### src/pkg/fscfg_pkg.sv
// Constants and carrier types for the flash status and configuration block
// Behaviour
// - Identifier space is 2 KByte: fixed 64-bit unique part plus user part.
// - After identifier lockout, every identifier program request is refused.
// - Neither identifier segment is ever erased.
// - Pause works from power-up in single and dual modes, never in quad mode.
// - Pause starts when pause pin is low with clock low and select low.
// - Pause ends when pause pin is high while clock is low.
// - While paused, output is released and input and clock are ignored.
// - Select high during pause resets the serial interface logic.
// - Status register stays readable while an internal operation runs.
// - Status layout: busy, latch, erase susp, prog susp, lockdown, id lock, 0, busy.
// - Both busy bits show the running internal operation; power-up value 0.
// - With latch clear, program, erase, protection write and lockdown are refused.
// - Latch clears on power-up, reset, disable and each listed completion.
// - Erase-suspended flag sets on suspend during erase, clears on resume.
// - Program-suspended flag sets on suspend during program, clears on resume.
// - Lockdown flag sets on lockdown command; only power cycle clears it.
// - Identifier-locked flag sets on lockout and is never cleared.
// - Config layout: bit1 quad select, bit3 lock absent, bit7 protect enable.
// - Quad select 1 turns protect and pause pins into data lines.
// - Quad commands are invalid while quad select is 0.
// - Quad mode ignores quad select; its power-up value is a variant choice.
// - Protect enable is non-volatile, factory value 0.
// - Lock-absent reads 0 forever once a permanent lockdown bit is programmed.
package fscfg_pkg;

  localparam int unsigned ID_SPACE_BYTES  = 2048;
  localparam int unsigned ID_UNIQUE_BITS  = 64;
  localparam int unsigned ID_UNIQUE_BYTES = ID_UNIQUE_BITS / 8;
  localparam int unsigned ID_ADDR_W       = $clog2(ID_SPACE_BYTES);

  localparam logic [7:0] OPC_READ_STATUS  = 8'h05;
  localparam logic [7:0] OPC_WRITE_STATUS = 8'h01;
  localparam logic [7:0] OPC_READ_CONFIG  = 8'h35;
  localparam logic [7:0] OPC_QUAD_OUT_RD  = 8'h6b;
  localparam logic [7:0] OPC_QUAD_IO_RD   = 8'heb;
  localparam logic [7:0] OPC_WRAP_BURST   = 8'hec;
  localparam logic [7:0] OPC_QUAD_PROG    = 8'h32;

  localparam logic [2:0] SYNC_W = 3'h5;
  localparam int unsigned SY_CE = 0;
  localparam int unsigned SY_SCK = 1;
  localparam int unsigned SY_SI = 2;
  localparam int unsigned SY_HOLD = 3;
  localparam int unsigned SY_WP = 4;

  localparam logic [3:0] WRSR_LAST_BIT = 4'hf;
  localparam logic [2:0] BYTE_LAST_BIT = 3'h7;
  localparam logic       CFG_PROT_RESET = 1'b0;

  typedef struct packed {
    logic busy_dup;
    logic reserved6;
    logic id_locked;
    logic lockdown;
    logic prog_susp;
    logic erase_susp;
    logic write_enable_latch;
    logic busy;
  } fscfg_status_type;

  typedef struct packed {
    logic       protect_pin_enable;
    logic [2:0] reserved6_4;
    logic       permanent_lock_absent;
    logic       reserved2;
    logic       quad_pin_select;
    logic       reserved0;
  } fscfg_config_type;

  typedef enum logic [2:0] {
    FSCFG_OPCODE = 3'b001,
    FSCFG_READ   = 3'b010,
    FSCFG_WRITE  = 3'b100
  } fscfg_state_type;

endpackage : fscfg_pkg

### src/hw/fscfg_top.sv
// Status, configuration, identifier lock and pause logic of the serial flash
`timescale 1ns/1ps
`default_nettype none
module fscfg_top
  import fscfg_pkg::*;
#(
  parameter logic QPS_DEFAULT = 1'b0
) (
  input  wire logic                 clk_sys,
  input  wire logic                 rst_n,
  input  wire logic                 ce_n,
  input  wire logic                 sck,
  input  wire logic                 si,
  output logic                      so,
  output logic                      so_oe_n,
  input  wire logic                 data_line_three_n,
  input  wire logic                 data_line_two_n,
  input  wire logic                 quad_mode,
  input  wire logic                 busy_in,
  input  wire logic                 erase_active,
  input  wire logic                 nv_protect_pin_enable,
  input  wire logic                 nv_id_locked,
  input  wire logic                 nv_lock_absent,
  input  wire logic                 ev_write_enable,
  input  wire logic                 write_disable_cmd,
  input  wire logic                 ev_soft_reset,
  input  wire logic                 ev_op_done,
  input  wire logic                 ev_suspend,
  input  wire logic                 ev_resume,
  input  wire logic                 ev_perm_lock_prog,
  input  wire logic                 modify_req,
  output logic                      modify_grant,
  input  wire logic                 lockdown_req,
  input  wire logic                 lockout_identifier_cmd,
  input  wire logic                 program_identifier_cmd,
  input  wire logic                 id_is_erase,
  input  wire logic [ID_ADDR_W-1:0] id_addr,
  output logic                      id_grant,
  output logic                      quad_cmd_reject,
  output logic                      paused,
  output logic                      hw_protected,
  output logic                      protect_write_stb,
  output fscfg_status_type          device_status,
  output fscfg_config_type          device_configuration
);

  logic [SYNC_W-1:0] sync1_reg;
  logic [SYNC_W-1:0] sync2_reg;
  logic              sck_prev_reg;
  logic              ce_s, sck_s, si_s, hold_s, wp_s;
  logic              sck_rise, sck_fall;
  logic              load_pending_reg;
  logic              busy_reg;
  logic              wel_reg;
  logic              erase_susp_reg;
  logic              prog_susp_reg;
  logic              lockdown_reg;
  logic              id_locked_reg;
  logic              qps_reg;
  logic              protect_pin_enable_reg;
  logic              lock_absent_reg;
  logic              paused_reg;
  logic              hold_enable;
  fscfg_state_type   state_reg;
  logic [3:0]        bit_cnt_reg;
  logic [7:0]        shift_reg;
  logic [7:0]        opcode_next;
  logic              read_cfg_reg;
  logic [2:0]        out_cnt_reg;
  logic              so_reg;
  logic              cfg_write_pulse;
  logic              lockdown_ok;
  logic              lockout_ok;
  logic [7:0]        status_byte;
  logic [7:0]        config_byte;

  // Two-stage synchronisers for every pin
  genvar gi;
  generate
    for (gi = 0; gi < SYNC_W; gi++) begin : g_sync
      always_ff @(posedge clk_sys) begin
        if (!rst_n) begin
          sync1_reg[gi] <= (gi == SY_SCK || gi == SY_SI) ? 1'b0 : 1'b1;
          sync2_reg[gi] <= (gi == SY_SCK || gi == SY_SI) ? 1'b0 : 1'b1;
        end else begin
          sync1_reg[gi] <= (gi == SY_CE)   ? ce_n :
                           (gi == SY_SCK)  ? sck :
                           (gi == SY_SI)   ? si :
                           (gi == SY_HOLD) ? data_line_three_n : data_line_two_n;
          sync2_reg[gi] <= sync1_reg[gi];
        end
      end
    end
  endgenerate

  always_ff @(posedge clk_sys) begin
    if (!rst_n) begin
      sck_prev_reg <= 1'b0;
    end else begin
      sck_prev_reg <= sync2_reg[SY_SCK];
    end
  end

  assign ce_s     = sync2_reg[SY_CE];
  assign sck_s    = sync2_reg[SY_SCK];
  assign si_s     = sync2_reg[SY_SI];
  assign hold_s   = sync2_reg[SY_HOLD];
  assign wp_s     = sync2_reg[SY_WP];
  assign sck_rise = sck_s & ~sck_prev_reg & ~paused_reg & ~ce_s;
  assign sck_fall = ~sck_s & sck_prev_reg & ~paused_reg & ~ce_s;

  // Pins double as data lines once quad select is set or in quad mode
  assign hold_enable  = ~quad_mode & ~qps_reg;
  assign hw_protected = ~quad_mode & ~qps_reg & protect_pin_enable_reg & ~wp_s;

  // Level checks give the "wait for next clock low" behaviour for free
  always_ff @(posedge clk_sys) begin
    if (!rst_n) begin
      paused_reg <= 1'b0;
    end else if (!hold_enable) begin
      paused_reg <= 1'b0;
    end else if (!paused_reg) begin
      if (!ce_s && !hold_s && !sck_s) begin
        paused_reg <= 1'b1;
      end
    end else if (hold_s && !sck_s) begin
      paused_reg <= 1'b0;
    end
  end

  assign paused = paused_reg;

  // Non-volatile values are caught one cycle after reset release
  always_ff @(posedge clk_sys) begin
    if (!rst_n) begin
      load_pending_reg <= 1'b1;
    end else begin
      load_pending_reg <= 1'b0;
    end
  end

  always_ff @(posedge clk_sys) begin
    if (!rst_n) begin
      busy_reg <= 1'b0;
    end else begin
      busy_reg <= busy_in;
    end
  end

  assign lockdown_ok = lockdown_req & wel_reg;
  assign lockout_ok  = lockout_identifier_cmd & wel_reg;

  // Write-enable latch: a same-cycle enable beats any clearing event
  always_ff @(posedge clk_sys) begin
    if (!rst_n) begin
      wel_reg <= 1'b0;
    end else if (ev_write_enable) begin
      wel_reg <= 1'b1;
    end else if (ev_soft_reset || write_disable_cmd || ev_op_done || ev_suspend ||
                 lockdown_ok || lockout_ok || cfg_write_pulse) begin
      wel_reg <= 1'b0;
    end
  end

  always_ff @(posedge clk_sys) begin
    if (!rst_n) begin
      erase_susp_reg <= 1'b0;
    end else if (ev_suspend && busy_reg && erase_active) begin
      erase_susp_reg <= 1'b1;
    end else if (ev_resume && erase_active) begin
      erase_susp_reg <= 1'b0;
    end
  end

  always_ff @(posedge clk_sys) begin
    if (!rst_n) begin
      prog_susp_reg <= 1'b0;
    end else if (ev_suspend && busy_reg && !erase_active) begin
      prog_susp_reg <= 1'b1;
    end else if (ev_resume && !erase_active) begin
      prog_susp_reg <= 1'b0;
    end
  end

  // Soft reset leaves this alone; only power-up clears it
  always_ff @(posedge clk_sys) begin
    if (!rst_n) begin
      lockdown_reg <= 1'b0;
    end else if (lockdown_ok) begin
      lockdown_reg <= 1'b1;
    end
  end

  always_ff @(posedge clk_sys) begin
    if (!rst_n) begin
      id_locked_reg <= 1'b0;
    end else if (lockout_ok || (load_pending_reg && nv_id_locked)) begin
      id_locked_reg <= 1'b1;
    end
  end

  always_ff @(posedge clk_sys) begin
    if (!rst_n) begin
      lock_absent_reg <= 1'b1;
    end else if (ev_perm_lock_prog || (load_pending_reg && !nv_lock_absent)) begin
      lock_absent_reg <= 1'b0;
    end
  end

  // Only bits 1 and 7 are writable; others ignore the written byte
  always_ff @(posedge clk_sys) begin
    if (!rst_n) begin
      qps_reg  <= QPS_DEFAULT;
      protect_pin_enable_reg <= CFG_PROT_RESET;
    end else if (load_pending_reg) begin
      protect_pin_enable_reg <= nv_protect_pin_enable;
    end else if (cfg_write_pulse) begin
      qps_reg  <= opcode_next[1];
      protect_pin_enable_reg <= opcode_next[7];
    end
  end

  assign protect_write_stb = cfg_write_pulse;

  assign modify_grant = modify_req & wel_reg;
  // Erase has no grant path; the unique part is never programmable
  assign id_grant = program_identifier_cmd & ~id_is_erase & wel_reg & ~id_locked_reg &
                    (id_addr >= ID_ADDR_W'(ID_UNIQUE_BYTES));

  assign opcode_next = {shift_reg[6:0], si_s};

  // Serial command engine, single-bit framing only
  always_ff @(posedge clk_sys) begin
    if (!rst_n || ce_s) begin
      state_reg    <= FSCFG_OPCODE;
      bit_cnt_reg  <= 4'h0;
      shift_reg    <= 8'h00;
      read_cfg_reg <= 1'b0;
    end else if (sck_rise) begin
      shift_reg   <= opcode_next;
      bit_cnt_reg <= bit_cnt_reg + 4'h1;
      case (state_reg)
        FSCFG_OPCODE: begin
          if (bit_cnt_reg[2:0] == BYTE_LAST_BIT) begin
            bit_cnt_reg <= 4'h0;
            if (opcode_next == OPC_READ_STATUS || opcode_next == OPC_READ_CONFIG) begin
              state_reg    <= FSCFG_READ;
              read_cfg_reg <= (opcode_next == OPC_READ_CONFIG);
            end else if (opcode_next == OPC_WRITE_STATUS) begin
              state_reg <= FSCFG_WRITE;
            end
          end
        end
        FSCFG_WRITE: begin
          if (bit_cnt_reg == WRSR_LAST_BIT) begin
            state_reg <= FSCFG_OPCODE;
          end
        end
        FSCFG_READ: begin
          bit_cnt_reg <= 4'h0;
        end
        default: begin
          state_reg <= FSCFG_OPCODE;
        end
      endcase
    end
  end

  assign cfg_write_pulse = sck_rise && (state_reg == FSCFG_WRITE) &&
                           (bit_cnt_reg == WRSR_LAST_BIT) && wel_reg && !hw_protected;

  // Quad commands decoded while the pins still carry control functions
  assign quad_cmd_reject = sck_rise && (state_reg == FSCFG_OPCODE) &&
                           (bit_cnt_reg[2:0] == BYTE_LAST_BIT) && !qps_reg && !quad_mode &&
                           (opcode_next == OPC_QUAD_OUT_RD || opcode_next == OPC_QUAD_IO_RD ||
                            opcode_next == OPC_WRAP_BURST || opcode_next == OPC_QUAD_PROG);

  assign device_status = '{busy_dup: busy_reg, reserved6: 1'b0, id_locked: id_locked_reg,
                           lockdown: lockdown_reg, prog_susp: prog_susp_reg,
                           erase_susp: erase_susp_reg, write_enable_latch: wel_reg, busy: busy_reg};
  assign device_configuration = '{protect_pin_enable: protect_pin_enable_reg, reserved6_4: 3'h0,
                                  permanent_lock_absent: lock_absent_reg, reserved2: 1'b0,
                                  quad_pin_select: qps_reg, reserved0: 1'b0};
  assign status_byte = device_status;
  assign config_byte = device_configuration;

  // Live register value each bit so polling sees busy drop promptly
  always_ff @(posedge clk_sys) begin
    if (!rst_n || ce_s || state_reg != FSCFG_READ) begin
      out_cnt_reg <= 3'h0;
      so_reg      <= 1'b0;
    end else if (sck_fall) begin
      so_reg      <= read_cfg_reg ? config_byte[BYTE_LAST_BIT - out_cnt_reg]
                                  : status_byte[BYTE_LAST_BIT - out_cnt_reg];
      out_cnt_reg <= out_cnt_reg + 3'h1;
    end
  end

  assign so      = so_reg;
  assign so_oe_n = ~((state_reg == FSCFG_READ) & ~ce_s & ~paused_reg);

  AST_WEL_REFUSE: assert property (@(posedge clk_sys) disable iff (!rst_n)
    !wel_reg |-> !modify_grant && !lockdown_ok) else $error("modify granted without latch");
  AST_ID_LOCKED: assert property (@(posedge clk_sys) disable iff (!rst_n)
    id_locked_reg |-> !id_grant) else $error("identifier program after lockout");
  AST_ID_NO_ERASE: assert property (@(posedge clk_sys) disable iff (!rst_n)
    id_is_erase |-> !id_grant) else $error("identifier erase granted");
  AST_ID_UNIQUE: assert property (@(posedge clk_sys) disable iff (!rst_n)
    id_grant |-> id_addr >= ID_ADDR_W'(ID_UNIQUE_BYTES)) else $error("unique part written");
  AST_PAUSE_HIZ: assert property (@(posedge clk_sys) disable iff (!rst_n)
    paused_reg |-> so_oe_n) else $error("output driven while paused");
  AST_PAUSE_QUAD: assert property (@(posedge clk_sys) disable iff (!rst_n)
    quad_mode |=> !paused_reg) else $error("pause active in quad mode");
  AST_PAUSE_ENTRY: assert property (@(posedge clk_sys) disable iff (!rst_n)
    hold_enable && !paused_reg && !ce_s && !hold_s && !sck_s |=> paused_reg)
    else $error("pause not entered");
  AST_BUSY_BOTH: assert property (@(posedge clk_sys) disable iff (!rst_n)
    busy_in |=> device_status.busy && device_status.busy_dup) else $error("busy missing");
  AST_LOCKDOWN_STICKY: assert property (@(posedge clk_sys) disable iff (!rst_n)
    lockdown_reg |=> lockdown_reg) else $error("lockdown flag cleared");
  AST_IDLOCK_STICKY: assert property (@(posedge clk_sys) disable iff (!rst_n)
    lockout_ok |=> id_locked_reg [*3]) else $error("identifier lock lost");
  AST_WEL_CLEAR: assert property (@(posedge clk_sys) disable iff (!rst_n)
    write_disable_cmd && !ev_write_enable |=> !wel_reg) else $error("latch not cleared");
  AST_QUAD_REJECT: assert property (@(posedge clk_sys) disable iff (!rst_n)
    quad_cmd_reject |-> !qps_reg) else $error("quad reject with select set");
  AST_RESERVED: assert property (@(posedge clk_sys) disable iff (!rst_n)
    (config_byte & 8'h75) == 8'h00 && !status_byte[6]) else $error("reserved bit set");

  COV_PAUSE: cover property (@(posedge clk_sys) disable iff (!rst_n)
    !paused_reg ##1 paused_reg ##[1:200] !paused_reg);
  COV_CFG_WRITE: cover property (@(posedge clk_sys) disable iff (!rst_n) cfg_write_pulse);
  COV_STATUS_POLL: cover property (@(posedge clk_sys) disable iff (!rst_n)
    busy_reg && state_reg == FSCFG_READ && sck_fall);
  COV_SUSPEND: cover property (@(posedge clk_sys) disable iff (!rst_n)
    erase_susp_reg ##[1:100] !erase_susp_reg);

endmodule : fscfg_top
`default_nettype wire

### config.mk
export PLATFORM = sky130hd
export DESIGN_NAME = fscfg_top
export DESIGN_NICKNAME = d
export VERILOG_FILES = /design/src/pkg/fscfg_pkg.sv /design/src/hw/fscfg_top.sv
export SDC_FILE = /design/constraint.sdc
export NUM_CORES = 1
export LEC_CHECK = 0
export BUFFER_PORTS_ARGS = -buffer_cell sky130_fd_sc_hd__buf_2
export CAP_MARGIN = 40
export CORE_ASPECT_RATIO = 0.9
export CORE_MARGIN = 4
export CORE_UTILIZATION = 50
export DETAILED_ROUTE_END_ITERATION = 12
export PLACE_DENSITY = 0.88
export RECOVER_POWER = 50
export SETUP_SLACK_MARGIN = 0.4
export SYNTH_ARGS = -nofsm -noshare
export SYNTH_HDL_FRONTEND = slang
export SYNTH_SLANG_ARGS = --single-unit
### constraint.sdc
create_clock -name clk_sys -period 2.4 [get_ports clk_sys]
set_input_delay 0.12 -clock clk_sys [delete_from_list [all_inputs] [get_ports clk_sys]]
set_output_delay 0.12 -clock clk_sys [all_outputs]
set_load 0.1 [all_outputs]
# ---- After elaboration in Yosys (flattened, before gate mapping)
# Index checks and enable logic that the tools add are counted.
dict set report totals {
  out_inout_bits 24
  ramBits 0
  mem_bits_ro 0
  latchBits 0
  register_bits 41
  memories 0
}
dict set report classes {
  bitwise_logic 30
  magnitude_cmp 2
  shift 0
  n_reduce_logical 50
  eq_ne 16
  n_mux 24
  addsub 3
  multipliers 0
  n_div 0
}
# operator count
set ops {}
lappend ops {{$logic_and 1x1->1} 19}
lappend ops {{$and 1x1->1} 18}
lappend ops {{$eq 8x6->1 const B} 2}
lappend ops {{$eq 8x8->1 const B} 2}
lappend ops {{$mux 1} 15}
lappend ops {{$logic_or 1x1->1} 14}
lappend ops {{$mux 3} 4}
lappend ops {{$not 1->1} 12}
lappend ops {{$ge 11x4->1 const B} 1}
lappend ops {{$logic_not 1->1} 9}
lappend ops {{$pmux 3 s3} 1}
lappend ops {{$eq 8x1->1 const B} 1}
lappend ops {{$eq 8x3->1 const B} 1}
lappend ops {{$eq 8x7->1 const B} 1}
lappend ops {{$pmux 4 s2} 1}
lappend ops {{$reduce_bool 2->1} 4}
lappend ops {{$bmux 1 s3} 2}
lappend ops {{$eq 3x3->1 const B} 2}
lappend ops {{$reduce_and 5->1} 1}
lappend ops {{$add 4x1->4 const B} 1}
lappend ops {{$eq 4x4->1 const B} 1}
lappend ops {{$lt 3x4->1 const B} 1}
lappend ops {{$mux 4} 1}
lappend ops {{$ne 2x2->1 const B} 2}
lappend ops {{8 further kinds} 9}

# ---- Depth between registers and ports, before layout
dict set report logic_depth {
  ltp_word 11
  ltp_mapped 6
  mapped_depth_nobuf 6
}

# ---- Worst setup path after synthesis
# Ideal clock, no wire load.
dict set report synth_path {
  path_kind {register to output}
  start {register paused_reg, in the netlist paused}
  end {output quad_cmd_reject}
  path_slack_ns -4.022
  stages_incl_launch_ff 4
  t_required_ns 2.280
  arrival_ns 6.302
  cell_sequence {dfxtp_1 or4b_4 clkbuf_1 a2111oi_0}
}
dict set report synth_via {
  elab_chain_len 8
}
# element line_no
set synth_rtl {}
lappend synth_rtl {{start, declared} fscfg_top.sv:62} ;# logic paused_reg;
lappend synth_rtl {{start signal, assigned} fscfg_top.sv:119} ;# paused_reg <= 1'b0;
lappend synth_rtl {{start signal, assigned} fscfg_top.sv:121} ;# paused_reg <= 1'b0;
lappend synth_rtl {{start signal, assigned} fscfg_top.sv:124} ;# paused_reg <= 1'b1;
lappend synth_rtl {{$not 1->1} fscfg_top.sv:109} ;# assign sck_rise = sck_s & ~sck_prev_reg & ~paused_reg & ~ce_s;
lappend synth_rtl {{$and 1x1->1 (2 in series)} fscfg_top.sv:109}
lappend synth_rtl {{$logic_and 1x1->1 (2 in series)} fscfg_top.sv:273} ;# assign quad_cmd_reject = sck_rise && (state_reg == FSCFG_OPCODE) &&
lappend synth_rtl {{$logic_and 1x1->1 (3 in series)} fscfg_top.sv:274} ;# (bit_cnt_reg[2:0] == BYTE_LAST_BIT) && !qps_reg && !quad_mode &&
lappend synth_rtl {{end, declared} fscfg_top.sv:39} ;# output logic quad_cmd_reject,
# Every way passes these cells.

# ---- Final worst setup path
dict set report layout_path {
  start {register bit_cnt_reg[0]}
  end {output quad_cmd_reject}
}
dict set report layout_via {
  elab_chain_len 5
}
# element line_no
set layout_rtl {}
lappend layout_rtl {{start, declared} fscfg_top.sv:65} ;# logic [3:0] bit_cnt_reg;
lappend layout_rtl {{start signal, assigned} fscfg_top.sv:241} ;# bit_cnt_reg <= bit_cnt_reg + 4'h1;
lappend layout_rtl {{$eq 3x3->1} fscfg_top.sv:274}
lappend layout_rtl {{$logic_and 1x1->1} fscfg_top.sv:273}
lappend layout_rtl {{$logic_and 1x1->1 (3 in series)} fscfg_top.sv:274}
# Every way passes these cells.

==> metrics.md <==
| Metric | Value |
|---|---|
| Core area | 0.003731 mm² |
| Fin nets | just over 300 |
| CP startpoint kind | flip-flop |
| Post-route ant nets | 0 |
| Final Hold Viols | 0 |
| Global-route wire length before repair | 7231 µm |
| Mapped Area | 0.001947 mm² |
| Initial DRC Count | 158 |
| Maxcap violations | 0 |
| CP endpoint kind | output port |
| Starting Density | between 50% and 60% |
| CTS Buffer Depth | 2 |
| Clk slew on worst S/H paths | approximately 80 ps |
| R2r endpoint | state_reg[1] |
| Commonest non-fill, non-tap cells in the layout | buf_2, dfxtp_1, nand2_1, a21oi_1, nor2_1 |
| Max-slew headroom | 20.99% |
| RR Startpoint | bit_cnt_reg[0] |
| Crit share post-route | ~80% |
| Area leader, netlist | dfxtp_1 |
| Placer Congestion | about 0.88 |
| CP Cell Sequence | ha_1, ha_1, nand4_1, a2111oi_4, buf_6 |
| Most common cell after layout, fill and taps aside | buf_2 |
| CTS Sinks | 41 |
| Cell count after synthesis | between 200 and 250 |
| Max reg flops | 7 |
| Reg2Reg Depth | 6 |
| Hold path startpoint | busy_in |
| 1st-pass router iterations | 4 |
| Register Area | ~840 µm² |
| Vias in the first global route | between 1.5k and 2k |
| Largest cells by area after synthesis | dfxtp_1, buf_4, nand2_1 |
| R2R setup slack | 600 ps |
| Setup Viol. Count Final | 0 |
| Dominant synthesized flop cell | dfxtp_1 |
| Hold WC Path Type | in2reg |
| Initial antenna violation count | 0 |
| Count of flip-flops with a built-in enable after synthesis | 0 |
| Endpoint of the worst hold path | busy_reg |
| Layout cells sized above 1 | around a quarter |
| Peak supply drop | between 0.0003 and 0.0004 V |
| Die area | just under 0.005 mm² |
| RSZ-0062 raised after global routing | true |
| Post-Route WL | around 4400 µm |
| Outcome | complete, no violations |
| Die height | between 60 and 70 µm |
| Die width | ~74 µm |
| Drt wl/cell | between 10 and 15 µm |
| Max Clock Freq | 0.5197 GHz |
| Family with the most delay on the worst path | adder cells |
| Max-slew violations | 0 |
| WP data arrival | between 1500 and 2000 ps |
| Pleak | between 0.8 and 0.9 nW |
| I/O Buffers | 50 |
| # rows | 21 |
| Io pins | 60 |
| GRT Total Usage | about a fifth |
| Worst path max stage delay | 360 ps |
| Worst EP required | about 2300 ps |
| Drt via density | roughly 5.5 |
| #FFs+latches synth | 41 |
| Synth top area share | 42.16% |
| Final Util | 62.51% |
| Root Buffer | clkbuf_8 |
| Slowest cell on the critical path | dfxtp_2 |
| Number of remaining DRC errors | 0 |
| Actual slew at the worst max-slew pin | between 1000 and 1500 ps |
| Async set or reset register ratio after synthesis | 0% |
| Yosys warning total | 0 |
| CTS H-tree depth | 2 |
| Worst-Skew Late Latency | around 290 ps |
| Period minus WS final | a little under 2000 ps |
| Multi-input gate area | 0.001017 mm² |
| CTS tree | yes |
| Synth unique cells | 45 |
| Cells on Worst Hold Path | 2 |
| Mean Syn Cell Area | 9.013 µm² |
| CP bufs+invs | 1 |
| Setup Crit Path Kind | reg2out |
| P per Cell Area | 574.1 mW/mm² |
| Final Skew | roughly 8.8 ps |
| Seq/Total Area, Yosys | between 40% and 50% |
| Global route total overflow | 0 |
| Setup TNS | 0 ps |
| Largest fanout on the critical path | 4 |
| Hpwl dp | between 3000 and 4000 µm |
| Syn-to-layout area delta | 19.79% |
| CTS buffer count | 5 |
| Antenna cells | 0 |
| Cell mode on critical path | ha_1 |
| Filler cells | roughly 320 |
| Largest net degree at the start of global routing | 21 |
| Via count | 1695 |
-- worst register-to-register path: cells and delay by family (launching register included) --
kind | cells | cell delay, ps
AOI/OAI and AO/OA | 2 | 280
adders and majority gates | 2 | 430
DFF | 1 | 340
muxes | 1 | 170
and+or+nand+nor | 1 | 450
-- stage by stage --
step | hold WS (ps) | power (W) | setup WS, ps | cell area [µm²] | std cells
2_1_floorplan | 221.5 | 0.0008869 | -219.8 | 2007 | 221
3_3_place_gp | 299.4 | 0.0009106 | 501.9 | 2176 | 295
3_5_place_dp | 304.5 | 0.0009147 | 493.8 | 2176 | 295
4_1_cts | 16.78 | 0.001349 | 400.8 | 2337 | 310
5_1_grt | 29.72 | 0.001383 | 395.4 | 2332 | 310
6_report | 24.65 | 0.001339 | 475.7 | 2332 | 310
-- report_power, final --
| part | total (W) | switching (W) | internal, W |
|---|---|---|---|
| Sequential | 0.000710 | 0.0000153 | 0.000695 |
| Combinational | 0.000191 | 0.000147 | 0.0000441 |
| Clock | 0.000438 | 0.000237 | 0.000201 |
| Total | 0.00134 | 0.000400 | 0.000939 |
-- synth_stat cells (2+ instances only) --
library cell / number
nand4b_1: 2
and2_1: 10
o211ai_1: 4
buf_4: 16
nor4_1: 3
o31ai_1: 2
xor2_1: 2
a21oi_1: 18
clkbuf_1: 7
ha_1: 3
nand2b_1: 10
mux2i_1: 8
nand3_1: 3
nor4b_1: 3
nor2_1: 15
nand2_1: 25
nor3b_1: 2
xnor2_1: 2
nor3_1: 2
nand4_1: 4
o21ai_0: 5
dfxtp_1: 41
inv_1: 5
nand4bb_1: 2
nand3b_1: 2
-- logic make-up (layout without fill, tap and decap cells) --
logic type      Yosys count  in the layout  share of synthesized area (%)
simple gates             91             91                          27.18
flops                    41             41                          42.16
mux                       9              9                          5.270
fa+ha+maj                 3              3                          1.928
compound gates           39             39                          12.98
buf+inv                  28             71                          8.484
other cells               1              6                         0.1926
xor+xnor                  4              4                          1.800
-- what timing repair did --
item	in CTS	in global routing
endpoints found under the hold margin	3	0
hold buffers	3	0
buffers inserted	4	0
resized for setup	6	6
pin swaps	3	2
setup endpoints to repair	2	2
-- worst max-delay path by stage --
stage                    from                 to  cells after the start
3_5_place_dp           paused  protect_write_stb                      3
6_report       bit_cnt_reg[0]    quad_cmd_reject                      5
2_1_floorplan          paused            qps_reg                      4
3_3_place_gp           paused  protect_write_stb                      3
5_1_grt          shift_reg[1]    quad_cmd_reject                      5
4_1_cts                paused    quad_cmd_reject                      3
-- layer usage --
layer	track usage, %	part of all wire, %	vias up
met5	0	0	-
met4	9.276	2.3	0
met3	4.911	4.6	9
met2	31.53	49	45
met1	23.03	44	805
li1	-	-	836
-- layout make-up --
type	instances	share of cell area, %
Clock buffer	5	2.951
Multi-Input combinational cell	152	43.62
Sequential cell	41	35.84
Inverter	5	0.8047
Tap cell	46	2.468
Clock inverter	3	0.7511
Timing Repair Buffer	58	13.57
Note: power is estimated with default switching activity, not from simulation.
